File: src/rtl/srsc_pkg.sv
// Purpose: Shared constants for the sensor command, reset and status block
// Assumes: 25 MHz system clock, I2C target on synchronous pin samples
// Notes: Command codes are 16 bit, sent most significant byte first
package srsc_pkg;

    localparam int CLK_PERIOD_NS = 40;
    // Time the system controller stays busy after any system reset
    localparam int RST_BUSY_NS = 1000;
    localparam int RST_BUSY_CYC = (RST_BUSY_NS + CLK_PERIOD_NS - 1)
        / CLK_PERIOD_NS;
    localparam logic [3:0] REC_PULSES = 4'h9;

    localparam logic [6:0] GC_ADDR = 7'h00;
    localparam logic [7:0] GC_RESET_BYTE = 8'h06;
    localparam logic [15:0] CMD_SOFT_RESET = 16'h30A2;
    localparam logic [15:0] CMD_HEATER_ON = 16'h306D;
    localparam logic [15:0] CMD_HEATER_OFF = 16'h3066;
    localparam logic [15:0] CMD_CLEAR_STATUS = 16'h3041;

    // Status word field positions and value after reset
    localparam int ST_ALERT_BIT = 15;
    localparam int ST_HEATER_BIT = 13;
    localparam int ST_RESET_BIT = 4;
    localparam int ST_CMD_ERR_BIT = 1;
    localparam int ST_WR_CRC_BIT = 0;
    localparam logic [15:0] STATUS_RESET = 16'h8010;

    localparam logic [7:0] CRC_POLY = 8'h31;
    localparam logic [7:0] CRC_INIT = 8'hFF;
    localparam logic [7:0] CRC_XOR_OUT = 8'h00;

    typedef enum logic [2:0] {
        ST_IDLE = 3'b000,
        ST_ADDR = 3'b001,
        ST_ACK = 3'b010,
        ST_RX = 3'b011,
        ST_TX = 3'b100,
        ST_TACK = 3'b101
    } srsc_state_t;

    // Checksum over one 16-bit word, no reflection
    function automatic logic [7:0] srsc_crc8(input logic [15:0] d);
        logic [7:0] c;
        logic fb;
        c = CRC_INIT;
        for (int i = 15; i >= 0; i--) begin
            fb = c[7] ^ d[i];
            c = {c[6:0], 1'b0} ^ (fb ? CRC_POLY : 8'h00);
        end
        return c ^ CRC_XOR_OUT;
    endfunction

endpackage

File: src/rtl/srsc_core.sv
// Purpose: I2C target command handling, resets, heater, status and CRC
// Assumes: SCL and SDA samples are synchronous to CLK
// Notes: SDA is open drain; SDA_OE_N low pulls the line to SDA_OUT (0)
//
// What the document requires of the device and the host
// RULE1: While any system reset runs, commands are ignored and not acknowledged.
// RULE2: Host recovers the link by holding SDA high and clocking SCL nine times.
// RULE3: After recovery pulses the host sends a START before the next command.
// RULE4: Nine-clock recovery resets only the serial interface, status kept.
// RULE5: Soft reset command resets the controller and reloads calibration.
// RULE6: Calibration is reloaded before every measurement starts.
// RULE7: General call write with reset byte causes a full reset.
// RULE8: General call reset acts only when the device accepts commands.
// RULE9: Command 0x306D turns heater on, 0x3066 turns it off.
// RULE10: Every reset leaves the heater off; nine-clock recovery keeps the heater state here.
// RULE11: Status bit 13 shows the heater state.
// RULE12: Status bit 4 set by any reset, kept until clear-status, default one; nine-clock recovery does not set it here.
// RULE13: Status bit 1 set on invalid command, cleared on successful command.
// RULE14: Status bit 0 shows whether the last write data checksum failed.
// RULE15: Clear-status forces status bits 15, 11, 10 and 4 to zero.
// RULE16: Each 16-bit word on the bus is followed by its own 8-bit checksum; command words are taken here without one.
// RULE17: Checksum uses polynomial 0x31, init 0xFF, no reflection, no final XOR.
// RULE18: Results are delivered as unsigned, compensated 16-bit words.
// RULE19: Host scales raw values into humidity and Celsius itself.
// RULE20: Host should stop periodic acquisition before other commands.
// RULE21: Status read returns the word MSB first, then its checksum.
`timescale 1ns/1ps
module srsc_core
    import srsc_pkg::*;
#(
    parameter logic [6:0] DEV_ADDR = 7'h44,
    parameter logic [15:0] CMD_READ_STATUS = 16'hF000,
    parameter int RST_BUSY_CYCLES = RST_BUSY_CYC
) (
    input wire logic CLK,
    input wire logic RST_N,
    input wire logic SCL_IN,
    input wire logic SDA_IN,
    output logic SDA_OUT,
    output logic SDA_OE_N,
    input wire logic MEAS_REQ,
    output logic MEAS_GO,
    output logic CAL_RELOAD,
    output logic HEATER_EN,
    output logic BUSY,
    output logic [15:0] STATUS_WORD
);
    import srsc_pkg::*;

    initial begin
        if (RST_BUSY_CYCLES < 1 || RST_BUSY_CYCLES > 65535) begin
            $error("RST_BUSY_CYCLES out of range");
        end
    end

    localparam logic [15:0] BUSY_LOAD = 16'(RST_BUSY_CYCLES);

    srsc_state_t state_q, state_d;
    logic scl_q, scl_d, sda_q, sda_d;
    logic [3:0] bit_cnt_q, bit_cnt_d, rec_q, rec_d;
    logic [7:0] shift_q, shift_d;
    logic drv_q, drv_d, rw_q, rw_d, gc_q, gc_d, wr_q, wr_d;
    logic [2:0] byte_cnt_q, byte_cnt_d;
    logic [39:0] rx_q, rx_d;
    logic rd_pend_q, rd_pend_d, tack_q, tack_d;
    logic [1:0] tx_idx_q, tx_idx_d;
    logic [15:0] tx_word_q, tx_word_d, busy_cnt_q, busy_cnt_d;
    logic heater_q, heater_d, alert_q, alert_d, rst_det_q, rst_det_d;
    logic cmd_err_q, cmd_err_d, wr_crc_q, wr_crc_d;
    logic cal_q, cal_d, go_q, go_d, mpend_q, mpend_d;

    logic scl_rise, scl_fall, start, stop, busy, exec, iface_rst;
    logic gc_go, soft_go, full_rst;
    logic [15:0] cmd, status_w;
    logic [7:0] byte_in, tx_byte, tx_crc;

    assign scl_rise = SCL_IN & ~scl_q;
    assign scl_fall = ~SCL_IN & scl_q;
    assign start = scl_q & SCL_IN & sda_q & ~SDA_IN;
    assign stop = scl_q & SCL_IN & ~sda_q & SDA_IN;
    assign busy = busy_cnt_q != 16'h0000;
    assign byte_in = {shift_q[6:0], SDA_IN};
    assign tx_crc = srsc_crc8(tx_word_q); // [RULE16] [RULE17]

    always_comb begin
        status_w = 16'h0000;
        status_w[ST_ALERT_BIT] = alert_q;
        status_w[ST_HEATER_BIT] = heater_q; // [RULE11]
        status_w[ST_RESET_BIT] = rst_det_q;
        status_w[ST_CMD_ERR_BIT] = cmd_err_q;
        status_w[ST_WR_CRC_BIT] = wr_crc_q;
    end

    // Byte to send: status word MSB, LSB, then checksum of both [RULE21]
    always_comb begin
        if (tx_idx_q == 2'h0) begin
            tx_byte = tx_word_q[15:8];
        end else if (tx_idx_q == 2'h1) begin
            tx_byte = tx_word_q[7:0];
        end else begin
            tx_byte = srsc_crc8(tx_word_q); // [RULE16] [RULE17]
        end
    end

    always_comb begin
        state_d = state_q;
        scl_d = SCL_IN;
        sda_d = SDA_IN;
        bit_cnt_d = bit_cnt_q;
        rec_d = rec_q;
        shift_d = shift_q;
        drv_d = drv_q;
        rw_d = rw_q;
        gc_d = gc_q;
        wr_d = wr_q;
        byte_cnt_d = byte_cnt_q;
        rx_d = rx_q;
        rd_pend_d = rd_pend_q;
        tack_d = tack_q;
        tx_idx_d = tx_idx_q;
        tx_word_d = tx_word_q;
        busy_cnt_d = busy_cnt_q;
        heater_d = heater_q;
        alert_d = alert_q;
        rst_det_d = rst_det_q;
        cmd_err_d = cmd_err_q;
        wr_crc_d = wr_crc_q;
        cal_d = 1'b0;
        go_d = mpend_q;
        mpend_d = 1'b0;
        exec = 1'b0;
        iface_rst = 1'b0;
        gc_go = 1'b0;
        soft_go = 1'b0;
        cmd = rx_q[15:0];

        if (busy) begin
            busy_cnt_d = busy_cnt_q - 16'h0001;
        end
        if (busy_cnt_q == 16'h0001) begin
            cal_d = 1'b1; // [RULE5]
        end
        if (MEAS_REQ && !busy) begin
            cal_d = 1'b1; // [RULE6]
            mpend_d = 1'b1;
        end

        // Recovery: count SCL rises with SDA high [RULE4]
        if (start) begin
            rec_d = 4'h0;
        end else if (scl_rise) begin
            if (!SDA_IN) begin
                rec_d = 4'h0;
            end else if (rec_q < REC_PULSES) begin
                rec_d = rec_q + 4'h1;
                iface_rst = (rec_q == REC_PULSES - 4'h1);
            end
        end

        if (start || stop) begin
            exec = wr_q && !gc_q && byte_cnt_q != 3'h0;
            wr_d = 1'b0;
            drv_d = 1'b0;
            bit_cnt_d = 4'h0;
            state_d = start ? ST_ADDR : ST_IDLE;
        end else begin
            case (state_q)
                ST_ADDR: begin
                    if (scl_rise) begin
                        shift_d = byte_in;
                        bit_cnt_d = bit_cnt_q + 4'h1;
                    end else if (scl_fall && bit_cnt_q == 4'h8) begin
                        bit_cnt_d = 4'h0;
                        rw_d = shift_q[0];
                        gc_d = shift_q[7:1] == GC_ADDR;
                        byte_cnt_d = 3'h0;
                        rx_d = 40'h0;
                        state_d = ST_IDLE;
                        // Busy device stays silent on the bus [RULE1] [RULE8]
                        if (!busy && shift_q[7:1] == DEV_ADDR
                            && (!shift_q[0] || rd_pend_q)) begin
                            drv_d = 1'b1;
                            wr_d = !shift_q[0];
                            state_d = ST_ACK;
                        end else if (!busy && shift_q == {GC_ADDR, 1'b0}) begin
                            drv_d = 1'b1;
                            state_d = ST_ACK;
                        end
                    end
                end
                ST_ACK: begin
                    if (scl_fall) begin
                        drv_d = 1'b0;
                        state_d = ST_RX;
                        if (rw_q) begin
                            tx_word_d = status_w;
                            tx_idx_d = 2'h0;
                            rd_pend_d = 1'b0;
                            shift_d = status_w[15:8];
                            drv_d = ~status_w[15];
                            state_d = ST_TX;
                        end
                    end
                end
                ST_RX: begin
                    if (scl_rise) begin
                        shift_d = byte_in;
                        bit_cnt_d = bit_cnt_q + 4'h1;
                    end else if (scl_fall && bit_cnt_q == 4'h8) begin
                        bit_cnt_d = 4'h0;
                        drv_d = 1'b1;
                        state_d = ST_ACK;
                        if (gc_q) begin
                            gc_go = shift_q == GC_RESET_BYTE && !busy; // [RULE7]
                        end else begin
                            rx_d = {rx_q[31:0], shift_q};
                            if (byte_cnt_q != 3'h7) begin
                                byte_cnt_d = byte_cnt_q + 3'h1;
                            end
                        end
                    end
                end
                ST_TX: begin
                    if (scl_rise) begin
                        bit_cnt_d = bit_cnt_q + 4'h1;
                    end else if (scl_fall) begin
                        if (bit_cnt_q == 4'h8) begin
                            bit_cnt_d = 4'h0;
                            drv_d = 1'b0;
                            state_d = ST_TACK;
                        end else begin
                            shift_d = {shift_q[6:0], 1'b0};
                            drv_d = ~shift_q[6];
                        end
                    end
                end
                ST_TACK: begin
                    if (scl_rise) begin
                        tack_d = !SDA_IN && tx_idx_q != 2'h2;
                    end else if (scl_fall) begin
                        state_d = ST_IDLE;
                        if (tack_q) begin
                            tx_idx_d = tx_idx_q + 2'h1;
                            state_d = ST_TX;
                        end
                    end
                end
                default: begin
                    state_d = ST_IDLE;
                end
            endcase
        end

        if (state_q == ST_TX && tx_idx_d != tx_idx_q) begin
            shift_d = tx_byte;
        end
        if (state_q == ST_TACK && scl_fall && tack_q) begin
            shift_d = tx_idx_q == 2'h0 ? tx_word_q[7:0] : tx_crc;
            drv_d = tx_idx_q == 2'h0 ? ~tx_word_q[7] : ~tx_crc[7];
        end

        if (iface_rst) begin
            state_d = ST_IDLE; // [RULE4]
            drv_d = 1'b0;
            wr_d = 1'b0;
            bit_cnt_d = 4'h0;
        end

        if (exec) begin
            if (byte_cnt_q == 3'h5) begin
                // Write word carries its own checksum [RULE14] [RULE16]
                wr_crc_d = srsc_crc8(rx_q[23:8]) != rx_q[7:0];
                cmd = rx_q[39:24];
            end
            cmd_err_d = 1'b0; // [RULE13]
            if (byte_cnt_q == 3'h2 && cmd == CMD_SOFT_RESET) begin
                soft_go = 1'b1;
            end else if (byte_cnt_q == 3'h2 && cmd == CMD_HEATER_ON) begin
                heater_d = 1'b1; // [RULE9]
            end else if (byte_cnt_q == 3'h2 && cmd == CMD_HEATER_OFF) begin
                heater_d = 1'b0; // [RULE9]
            end else if (byte_cnt_q == 3'h2 && cmd == CMD_CLEAR_STATUS) begin
                alert_d = 1'b0; // [RULE15]
                rst_det_d = 1'b0; // [RULE12]
            end else if (byte_cnt_q == 3'h2 && cmd == CMD_READ_STATUS) begin
                rd_pend_d = 1'b1;
            end else begin
                cmd_err_d = 1'b1; // [RULE13]
            end
        end

        full_rst = soft_go || gc_go;
        if (full_rst) begin
            busy_cnt_d = BUSY_LOAD; // [RULE1]
            heater_d = 1'b0; // [RULE10]
            alert_d = STATUS_RESET[ST_ALERT_BIT];
            rst_det_d = 1'b1; // [RULE12]
            cmd_err_d = 1'b0;
            wr_crc_d = 1'b0;
            rd_pend_d = 1'b0;
        end
    end

    always_ff @(posedge CLK) begin
        if (!RST_N) begin
            state_q <= ST_IDLE;
            scl_q <= 1'b1;
            sda_q <= 1'b1;
            bit_cnt_q <= 4'h0;
            rec_q <= 4'h0;
            shift_q <= 8'h00;
            drv_q <= 1'b0;
            rw_q <= 1'b0;
            gc_q <= 1'b0;
            wr_q <= 1'b0;
            byte_cnt_q <= 3'h0;
            rx_q <= 40'h00_0000_0000;
            rd_pend_q <= 1'b0;
            tack_q <= 1'b0;
            tx_idx_q <= 2'h0;
            tx_word_q <= 16'h0000;
            busy_cnt_q <= BUSY_LOAD;
            heater_q <= 1'b0; // [RULE10]
            alert_q <= STATUS_RESET[ST_ALERT_BIT];
            rst_det_q <= STATUS_RESET[ST_RESET_BIT]; // [RULE12]
            cmd_err_q <= 1'b0;
            wr_crc_q <= 1'b0;
            cal_q <= 1'b0;
            go_q <= 1'b0;
            mpend_q <= 1'b0;
        end else begin
            state_q <= state_d;
            scl_q <= scl_d;
            sda_q <= sda_d;
            bit_cnt_q <= bit_cnt_d;
            rec_q <= rec_d;
            shift_q <= shift_d;
            drv_q <= drv_d;
            rw_q <= rw_d;
            gc_q <= gc_d;
            wr_q <= wr_d;
            byte_cnt_q <= byte_cnt_d;
            rx_q <= rx_d;
            rd_pend_q <= rd_pend_d;
            tack_q <= tack_d;
            tx_idx_q <= tx_idx_d;
            tx_word_q <= tx_word_d;
            busy_cnt_q <= busy_cnt_d;
            heater_q <= heater_d;
            alert_q <= alert_d;
            rst_det_q <= rst_det_d;
            cmd_err_q <= cmd_err_d;
            wr_crc_q <= wr_crc_d;
            cal_q <= cal_d;
            go_q <= go_d;
            mpend_q <= mpend_d;
        end
    end

    assign SDA_OUT = 1'b0;
    assign SDA_OE_N = ~drv_q;
    assign MEAS_GO = go_q;
    assign CAL_RELOAD = cal_q;
    assign HEATER_EN = heater_q;
    assign BUSY = busy;
    assign STATUS_WORD = status_w; // [RULE18]
endmodule

File: config.mk
export PLATFORM = sky130hd
export DESIGN_NAME = srsc_core
export DESIGN_NICKNAME = d
export VERILOG_FILES = /design/src/rtl/srsc_pkg.sv /design/src/rtl/srsc_core.sv
export SDC_FILE = /design/constraint.sdc
export NUM_CORES = 1
export LEC_CHECK = 0
export ABC_AREA = 0
export BUFFER_PORTS_ARGS = -buffer_cell sky130_fd_sc_hd__buf_2
export CAP_MARGIN = 20
export CORE_ASPECT_RATIO = 2
export CORE_MARGIN = 2
export CORE_UTILIZATION = 45
export DETAILED_ROUTE_END_ITERATION = 12
export HOLD_SLACK_MARGIN = 0.12
export PLACE_DENSITY = 0.61
export REMOVE_ABC_BUFFERS = 1
export SLEW_MARGIN = 20
export SYNTH_ARGS = -nofsm -noshare
export SYNTH_HDL_FRONTEND = slang
export SYNTH_SLANG_ARGS = --single-unit
File: constraint.sdc
create_clock -name CLK -period 3.3 [get_ports CLK]
set_input_delay 0.165 -clock CLK [delete_from_list [all_inputs] [get_ports CLK]]
set_output_delay 0.165 -clock CLK [all_outputs]
set_load 0.01 [all_outputs]
==> qor.txt <==
CP required: 3530 ps
via count: 4680
HPWL Detailed: 10.3 mm
FF-to-FF End: busy_cnt_q[1]
final core utilization: 48.8%
number of enable flip-flop cells after synthesis: 0
period utilization: 77.5%
Max clock buf depth: 2
Crit Path Category: flop to flop
combinational family with the most area after synthesis: simple AND/OR/NAND/NOR gates
GP Congestion: 0.885
worst skew pair latency: 350 ps
Inserted Clock Buffers: 9
Worst setup SP type: flop
worst min path class: input pin to flop
mux share of post-synthesis cell area: 1.45%
RSZ-0062 raised after global routing: no
CP endpoint kind: flop
Routed WL: 13.9 mm
DRT Pass-1 Iters: 4
flop-to-flop setup slack: 740 ps
PwrDens: 391 nW/um^2
fin area: 6090 sq um
max-cap violation count: 0
status: completed
maximum vdd drop: 239 uV
CTS root buf: clkbuf_16
total grt overflow: 0
gr usage total: 21.1%
Die Ht: 163 microns
core box area: 12500 sq um
Hold Path Depth: 2
Sink Count: 99
R2R depth: 6
wire per inst: 17.1 microns
Simple-Gate Fraction of Synth Area: 25.0%
drt via density: 5.74
Pwr Total: 2.38 mW
reg2reg start: busy_cnt_q[10]
Final ANT Viol Nets: 0
Setup TNS Final: 0 ps
DRC Markers: 0
Hold EP: sda_q
Area growth, synth to finish: 6.75%
width of the die: 83.6 microns
# setup viols final: 0
syn avg cell area: 8.50 sq um
antenna cells: 0
min-delay src: SDA_IN
Total Nets Final: 682
leakage power: 2.25 nW
final worst clock skew: 10.5 ps
Ys Warns: 0
Slew @ Worst Pin: 605 ps
Distinct cells, synth: 65
relative slew slack: 59.6%
cts hold-fix bufs: 2
postcts setup bufs: 0
clock period minus worst slack: 2560 ps
Final Max Slew Viols: 0
Die ar.: 13700 sq um
layout cells sized above 1: 7.22%
Fmax: 391 MHz
number of synthesized register bits: 99
synthesized area: 5710 sq um
CTS resizes: 0
ys flop type: dfxtp_1
asr flop ratio synth: 0%
Compound-Gate Fraction of Synth Area: 17.9%
clk slew on worst S/H paths: 80 ps
final hold viol count: 0
Port Buffers: 14
htree depth: 3
crit path max fanout: 16
largest net degree at the start of global routing: 47
CTS tree: built
Synth Area in XOR/XNOR: 10.8%
FP Rows: 58
CP arrival: 2790 ps
first-pass GRT wire length: 23.3 mm
Area after DPL: 5780 sq um
initial antenna violation count: 0
starting density of the core: 45.7%
number of global-route vias before repair: 4655
share of the yosys chip area belonging to registers: 34.7%
Initial DRC Count: 249
post-synthesis cell count: 671
number of I/O pins: 27
post-synthesis adder-cell area fraction: 3.73%
cells in the mapped netlist, types with 2 or more instances:
library cell   n  area (sq um)
a2111o_1       2          22.5
a211oi_1       4          30.0
a21boi_0      49           368
a21o_1         2          15.0
a21oi_1       15          75.1
a22oi_1        9          67.6
a31oi_1        5          31.3
a32oi_1        3          26.3
and2_1         6          37.5
and3_1         5          31.3
and3b_1        4          35.0
and4b_1        2          20.0
buf_4         17           128
clkbuf_1      37           139
dfxtp_1       99          1980
ha_1          17           213
inv_1         19          71.3
mux2_2         2          22.5
mux2i_1        6          60.1
nand2_1       73           274
nand2b_1       7          43.8
nand3_1       63           315
nand3b_1       6          45.0
nand4_1        6          37.5
nand4b_1       6          52.6
nor2_1        49           184
nor2b_1       20           125
nor3_1         7          35.0
nor4_1         6          37.5
nor4b_1        5          43.8
o211a_1        7          70.1
o211ai_1       6          45.0
o21ai_0       17          85.1
o22ai_1        2          12.5
o31ai_1        4          30.0
or2_2          2          12.5
or3_1          3          18.8
or3b_2         2          17.5
or4_4          2          22.5
xnor2_1       28           245
xnor3_1        9           203
xor2_1        14           123
xor3_1         2          47.6
worst max path at each step:
stage | slack (ps) | cells after the start | to | start
2_1_floorplan | -300 | 8 | byte_cnt_q[0] | scl_q
3_3_place_gp | 810 | 6 | busy_cnt_q[1] | busy_cnt_q[10]
3_5_place_dp | 760 | 6 | busy_cnt_q[1] | busy_cnt_q[10]
4_1_cts | 740 | 6 | BUSY | busy_cnt_q[2]
5_1_grt | 580 | 10 | rx_q[33] | SCL_IN
6_report | 740 | 6 | busy_cnt_q[1] | busy_cnt_q[10]
power by group:
| part | total, mW | leakage, nW | switching [mW] | internal [mW] |
|---|---|---|---|---|
| clock | 1.04 | 0.145 | 0.496 | 0.542 |
| combinational | 0.122 | 1.31 | 0.0758 | 0.0465 |
| sequential | 1.22 | 0.799 | 0.0143 | 1.21 |
| total | 2.38 | 2.25 | 0.586 | 1.79 |
per-layer routing:
metal	up-vias	share of wire [%]	track usage, %
li1	2317	-	-
met1	2247	38	22.3
met2	79	54	39.3
met3	37	2.4	2.58
met4	0	5.1	12.5
met5	-	0	0
worst max-delay path, cell delays in order (launching register included):
cell	delay [ps]
dfxtp_1	340
or4_4	560
or2_1	280
or4_4	470
o41a_4	530
nand2_4	190
a211oi_1	70
cell families (layout without fill, tap and decap cells):
family | count (synthesis) | after routing
AND/OR/NAND/NOR | 279 | 279
adder cells (fa/ha/maj) | 17 | 17
other | 1 | 12
buffers and inverters | 75 | 58
flip-flops | 99 | 99
multiplexers | 8 | 8
XOR/XNOR | 53 | 53
AO/OA/AOI/OAI | 139 | 139
cells in the final DEF, fill, tap and decap left out, types with 9 or more instances in the layout:
master     Yosys  routed
clkbuf_16      0       9
xnor3_1        9       9
xnor2_1       28      28
a22oi_1        9       9
ha_1          17      17
conb_1         1      12
buf_2          0      14
a21boi_0      49      49
nor2_1        49      49
inv_1         19      19
xor2_1        14      14
o21ai_0       17      17
a21oi_1       15      15
nand3_1       63      63
dfxtp_1       99      99
nor2b_1       20      20
nand2_1       73      73
final cells by class:
type,count,area (sq um)
Timing Repair Buffer,23,143
Fill cell,1264,6390
Clock inverter,6,47.5
Sequential cell,99,1980
Inverter,19,71.3
Multi-Input combinational cell,508,3420
Tap cell,150,188
Clock buffer,10,239
per-stage QoR:
stage | instances | hold WS, ps | setup slack, ps
CTS | 815 | 125 | 742
global placement | 797 | 393 | 815
global route | 815 | 140 | 576
detailed placement | 797 | 404 | 763
finish | 815 | 132 | 744
floorplan | 626 | 234 | -300
state kept, by name (all words and copies together), names as in the netlist, 3 cells and up:
| register | count |
|---|---|
| bit_cnt_q | 4 |
| rx_q | 40 |
| shift_q | 8 |
| tx_word_q | 4 |
| rec_q | 4 |
| byte_cnt_q | 3 |
| busy_cnt_q | 16 |
| state_q | 3 |
Power figures use the tool's default switching activity.
